<file path="config.mk">
export PLATFORM = sky130hd
export DESIGN_NAME = slp_sync_pulse
export DESIGN_NICKNAME = d
export VERILOG_FILES = /design/src/logic/slp_pkg.sv /design/src/logic/slp_sync_pulse.sv
export SDC_FILE = /design/constraint.sdc
export NUM_CORES = 1
export LEC_CHECK = 0
export ABC_AREA = 1
export BUFFER_PORTS_ARGS = -buffer_cell sky130_fd_sc_hd__buf_2
export CORE_ASPECT_RATIO = 1.2
export CORE_MARGIN = 2
export CORE_UTILIZATION = 30
export DETAILED_ROUTE_END_ITERATION = 10
export MAX_ROUTING_LAYER = met4
export SLEW_MARGIN = 20
export SYNTH_ARGS = -nofsm -noshare
export SYNTH_HDL_FRONTEND = slang
export SYNTH_SLANG_ARGS = --single-unit
</file>
<file path="constraint.sdc">
create_clock -name clock_in -period 1.2 [get_ports clock_in]
set_input_delay 0.06 -clock clock_in [delete_from_list [all_inputs] [get_ports clock_in]]
set_output_delay 0.06 -clock clock_in [all_outputs]
set_load 0.005 [all_outputs]
</file>
<file path="src/logic/slp_pkg.sv">
// Purpose: Types shared by the lane BER checker files
// Assumes: Nothing beyond the defines header
// Notes: Holds enums and state structs only
package slp_pkg;
    typedef enum logic [1:0] {
        SLP_PAT_PRBS7 = 2'h0,
        SLP_PAT_PRBS15 = 2'h1,
        SLP_PAT_PRBS31 = 2'h2,
        SLP_PAT_UNUSED = 2'h3
    } slp_pattern_t;

    typedef enum logic [1:0] {
        SLP_ST_FILL = 2'h1,
        SLP_ST_CHECK = 2'h2
    } slp_lane_state_t;

    typedef struct packed {
        logic [30:0] hist;
        logic [4:0] fill;
        slp_lane_state_t st;
        logic [23:0] count;
        logic pass;
    } slp_lane_regs_t;

    typedef struct packed {
        logic busy;
        logic [4:0] left;
        logic sync_n;
    } slp_pulse_regs_t;
endpackage

</file>
<file path="src/logic/slp_sync_pulse.sv">
// Purpose: Low pulse on one sync-request output for a sync error report
// Assumes: clock_in runs at twice the parallel clock rate
// Notes: Low time is 2*code+1 clock_in cycles, i.e. (0.5 + code) parallel clocks
`timescale 1ns/100ps
`default_nettype none
module slp_sync_pulse (
    input wire logic clock_in,
    input wire logic srst_in,
    input wire logic ce_in,
    input wire logic error_in,
    input wire logic [3:0] code_in,
    output logic sync_request_n_out
);
    slp_pkg::slp_pulse_regs_t reg_q;
    slp_pkg::slp_pulse_regs_t reg_d;

    always_comb begin
        reg_d = reg_q;
        if (reg_q.busy) begin
            if (reg_q.left == 5'h00) begin
                reg_d.busy = 1'b0;
                reg_d.sync_n = 1'b1;
            end else begin
                reg_d.left = reg_q.left - 5'h01;
            end
        end else if (error_in) begin
            // Half-cycle granularity from the double-rate clock
            reg_d.busy = 1'b1;
            reg_d.sync_n = 1'b0;
            reg_d.left = {code_in, 1'b0};
        end
    end

    always_ff @(posedge clock_in) begin
        if (srst_in) begin
            reg_q <= '{busy: 1'b0, left: 5'h00, sync_n: 1'b1};
        end else if (ce_in) begin
            reg_q <= reg_d;
        end
    end

    assign sync_request_n_out = reg_q.sync_n;
endmodule
`default_nettype wire

</file>
**Yosys cells after proc, flatten, opt, wreduce, memory -nomap -nowiden**

Cells that the tools add are included.
Widths: inputs -> output; s select.

- Bits of input ports: 8
- Word-level logic and storage cells: 15
- Register bits: 7

- Equal/unequal tests: 2
- Add/sub/neg operators: 1
- Multiplexer cells: 5
- Reductions and logical operators: 4

Operator list:

| operator | count |
|---|---|
| $mux 7 | 2 |
| $reduce_and 3->1 | 2 |
| $logic_not 5->1 | 1 |
| $mux 5 | 1 |
| $sub 5x1->5 const B | 1 |
| $mux 1 | 2 |
| $ne 2x1->1 const B | 1 |
| $ne 2x2->1 const B | 1 |
| $reduce_bool 2->1 | 1 |

**Longest topological paths before layout**

- Word-level depth: 3
- Gate-level depth with buffers: 9

**Least setup slack after synthesis**

Ideal clock, no wire load.

- Kind: register -> register
- Start point: register reg_q[1] (netlist bit)
- End point: register reg_q[2] (netlist bit)
- Stages on the path, launching flop included: 10
- Period minus slack after synthesis: 1.134 ns
- Setup time: 0.113 ns
- Arrival time: 1.021 ns
- Buffers on the path: 0
- Data required time: 1.087 ns
- Path slack: 0.066 ns
- Path through: dfxtp_1 inv_2 ha_1 inv_1 nor2_2 nand3_4 nand2_4 inv_2 nor2_1 nor2_1

- Word-level cells in the longest chain between the ends: 3

RTL lines:

| item | RTL line | RTL |
|---|---|---|
| start, declared | slp_sync_pulse.sv:14 | `slp_pkg::slp_pulse_regs_t reg_q;` |
| start signal, assigned | slp_sync_pulse.sv:36 | `reg_q <= '{busy: 1'b0, left: 5'h00, sync_n: 1'b1};` |
| start signal, assigned | slp_sync_pulse.sv:38 | `reg_q <= reg_d;` |
| $sub 5x1->5 / $logic_not 5->1 (equally long branches) | slp_sync_pulse.sv:24, slp_sync_pulse.sv:20 |  |
| $mux 5 / $ne 2x2->1 (equally long branches) | -- |  |
| $mux 7 / $reduce_and 3->1 (equally long branches) | -- |  |

Parallel ways exist; a longest one is shown, timed or not. The select of a mux whose other input is x is not followed.
A chain may end at the register's enable or synchronous reset.

**Worst setup path after layout**

- Start point: register reg_q[6] (netlist bit)
- End point: register reg_q[2] (netlist bit)

- Word-level cells in the longest chain between the ends: 2

RTL lines:

| item |
|---|
| $ne 2x2->1 (no source line) / $reduce_bool 2->1 (equally long branches) |
| $reduce_and 3->1 (no source line) |

Parallel ways exist; a longest one is shown, timed or not.

==> reports/metrics.yaml <==
status: "complete, no violations"
worst_ep_required_time_ns: 1.35
diodes: 0
area_growth_pct: 43.6
r2r.worst_path.cells: 6
crit_path_start_kind: "register"
dr.pass1.iters: 4
start_util: 0.310
cp_num_cells: 6
pre_cts_ws_ns: 0.00260
drc: 0
setup_ws_ns: 0.0487
final_cell_mix: "nand2_1 (21), nor2_1 (9), buf_2 (8)"
crit_type: "register to register"
finalMaxSlewViolations: 0
fin_nets: 105
drtIter0Drc: 12
cts_sinks: 7
fmax_mhz: 869
grt-ovfl-total: 0
relSlewSlack: 0.833
synth_cells: 74
totalWireLength_um: 1150
die_height_um: 48.3
power.clock.fraction: 0.302
grt_usage: 0.147
setup_violations: 0
peakVddDrop_uv: 427
syn-num-nets: 84
cp-end-kind: "register"
power.leakage_nw: 0.330
cp_max_fo: 8
cp.arrival_ns: 1.30
cts_made_buffers: 3
powerDensity_nw_per_um2: 1050
final_cell_count_no_fill: 112
ys_seq_area_frac: 0.286
core_um2: 1580
grt_pass1_wl_um: 1790
cts-root-buf: "clkbuf_4"
max-cap-violations: 0
cts_max_level: 1
antenna_found_initial: 0
clk_latency_ns: 0.26
vias: 513
final_area_um2: 704
worst_pin_slew_ns: 0.250
synth_cell_type_count: 20
grt_max_degree: 9
dpl.cell_count: 103
slowest_delay_ns: 0.34
cts_tree: "built"
min_period_ns: 1.15
place_congestion: 0.849
grt_pass1_vias: 421
syn-mean-instance-area_um2: 6.63
path_buf_inv: 2
synth.top_cell.area_share: 0.286
internal_power_uw: 497
clockBufferDepth: 2
final_common_cell: "nand2_1"
critical-path-top-delay-family: "compound AO/OA/AOI/OAI gates"
path_cells: "buf_12, inv_4, a21oi_4, nand2_4, o21ai_1, nor2_1"
path_clk_slew_ns: 0.05
synth-seq-cells: 7
syn_area_um2: 490
yosys_warnings: 0
p_sw_frac: 0.329
routed_via_density: 4.58
p_switching_uw: 243
rsz0062_at_grt: "true"
die-area_um2: 1980
wire_per_inst_um: 10.2
hold_viol: 0
die_w_um: 40.9
ant_nets: 0
finalPower_uw: 740
p_comb_frac: 0.331
io-pin-count: 9
whs_path_depth: 4
hpwl_um: 772
worstHoldPathType: "input port to register"
drive_above_1_share: 0.457
fin_skew_ns: 0.000710
synth_largest_area_cell: "dfxtp_1"
ys_top_cells_by_area: "dfxtp_1 (29%), nand2_1 (16%), nor2_1 (7.7%)"
placed_cell_area_um2: 584
p_seq_frac: 0.367
rows: 16
fin_crit_sh: 0.959
cp_slowest_cell: "dfxtp_2"
utilization: 0.445
port_buffers: 8
==> stage by stage <==
stage	TNS (ns)	hold slack (ns)
after floorplan	0	0.122
after global placement	0	0.257
after detailed placement	0	0.258
after CTS	-0.00335	0.0987
after global routing	-0.170	0.137
final	0	0.0862
==> cell usage after synthesis <==
master / count
a21oi_2: 1
ha_1: 2
buf_6: 1
nand3_4: 1
o21ai_0: 1
nor2_2: 2
inv_4: 1
inv_1: 8
a21oi_1: 3
nand2_4: 1
o21ai_1: 3
nor2_1: 10
dfxtp_1: 7
nand2_1: 21
nand2_2: 1
inv_2: 4
o211ai_1: 1
a21oi_4: 1
nor2_4: 1
nand3_1: 4
==> layout make-up <==
cell class | instances | area, um^2
inverter | 13 | 51.3
sequential | 7 | 144
fill | 152 | 877
tap | 18 | 22.5
clock buffer | 4 | 26.3
timing repair buffer | 17 | 130
multi-input combinational | 53 | 330
==> routing by layer <==
metal,share of wire,global-route usage,vias to the layer above
met5,0,-,-
met2,0.52,0.213,10
met1,0.43,0.173,230
met3,0.028,0.0274,3
met4,0.023,0.120,0
li1,-,-,270
==> state kept, by name (all words and copies together), names as in the netlist <==
name	count
reg_q	6
sync_request_n_out	1
==> worst register-to-register path: cells and delay by family (launching register included) <==
kind	cells	cell delay (ns)
flip-flops	1	0.34
AND/OR/NAND/NOR	2	0.16
buffers and inverters	2	0.17
AO/OA/AOI/OAI	2	0.37
==> what timing repair did <==
item | CTS | global route
resized for setup | 7 | 9
endpoints found under the hold margin | 1 | 0
pin swaps | 6 | 13
hold buffers | 1 | 0
setup endpoints to repair | 1 | 6
buffers inserted | 2 | 2
==> power by group through the flow <==
stage                     Combinational (mW)  Sequential, mW  Clock [mW]
after floorplan                        0.141           0.270           0
after global placement                 0.194           0.272           0
after detailed placement               0.194           0.273           0
final                                  0.245           0.271       0.223
after CTS                              0.216           0.270       0.229
after global routing                   0.271           0.274       0.250
==> final timing paths <==
path                                         start                  to  slack, ns
worst max-delay path                      reg_q[6]            reg_q[2]       0.05
worst min-delay path                         ce_in            reg_q[6]       0.09
worst max register to register            reg_q[6]            reg_q[2]       0.05
worst min register to register  sync_request_n_out  sync_request_n_out       0.49
==> logic make-up after synthesis <==
kind of cell    count (synthesis)  share of synthesized area
compound gates                 10                      0.138
fa+ha+maj                       2                     0.0510
buf+inv                        14                      0.128
flops                           7                      0.286
simple gates                   41                      0.398
(Power assumes the default switching activity.)
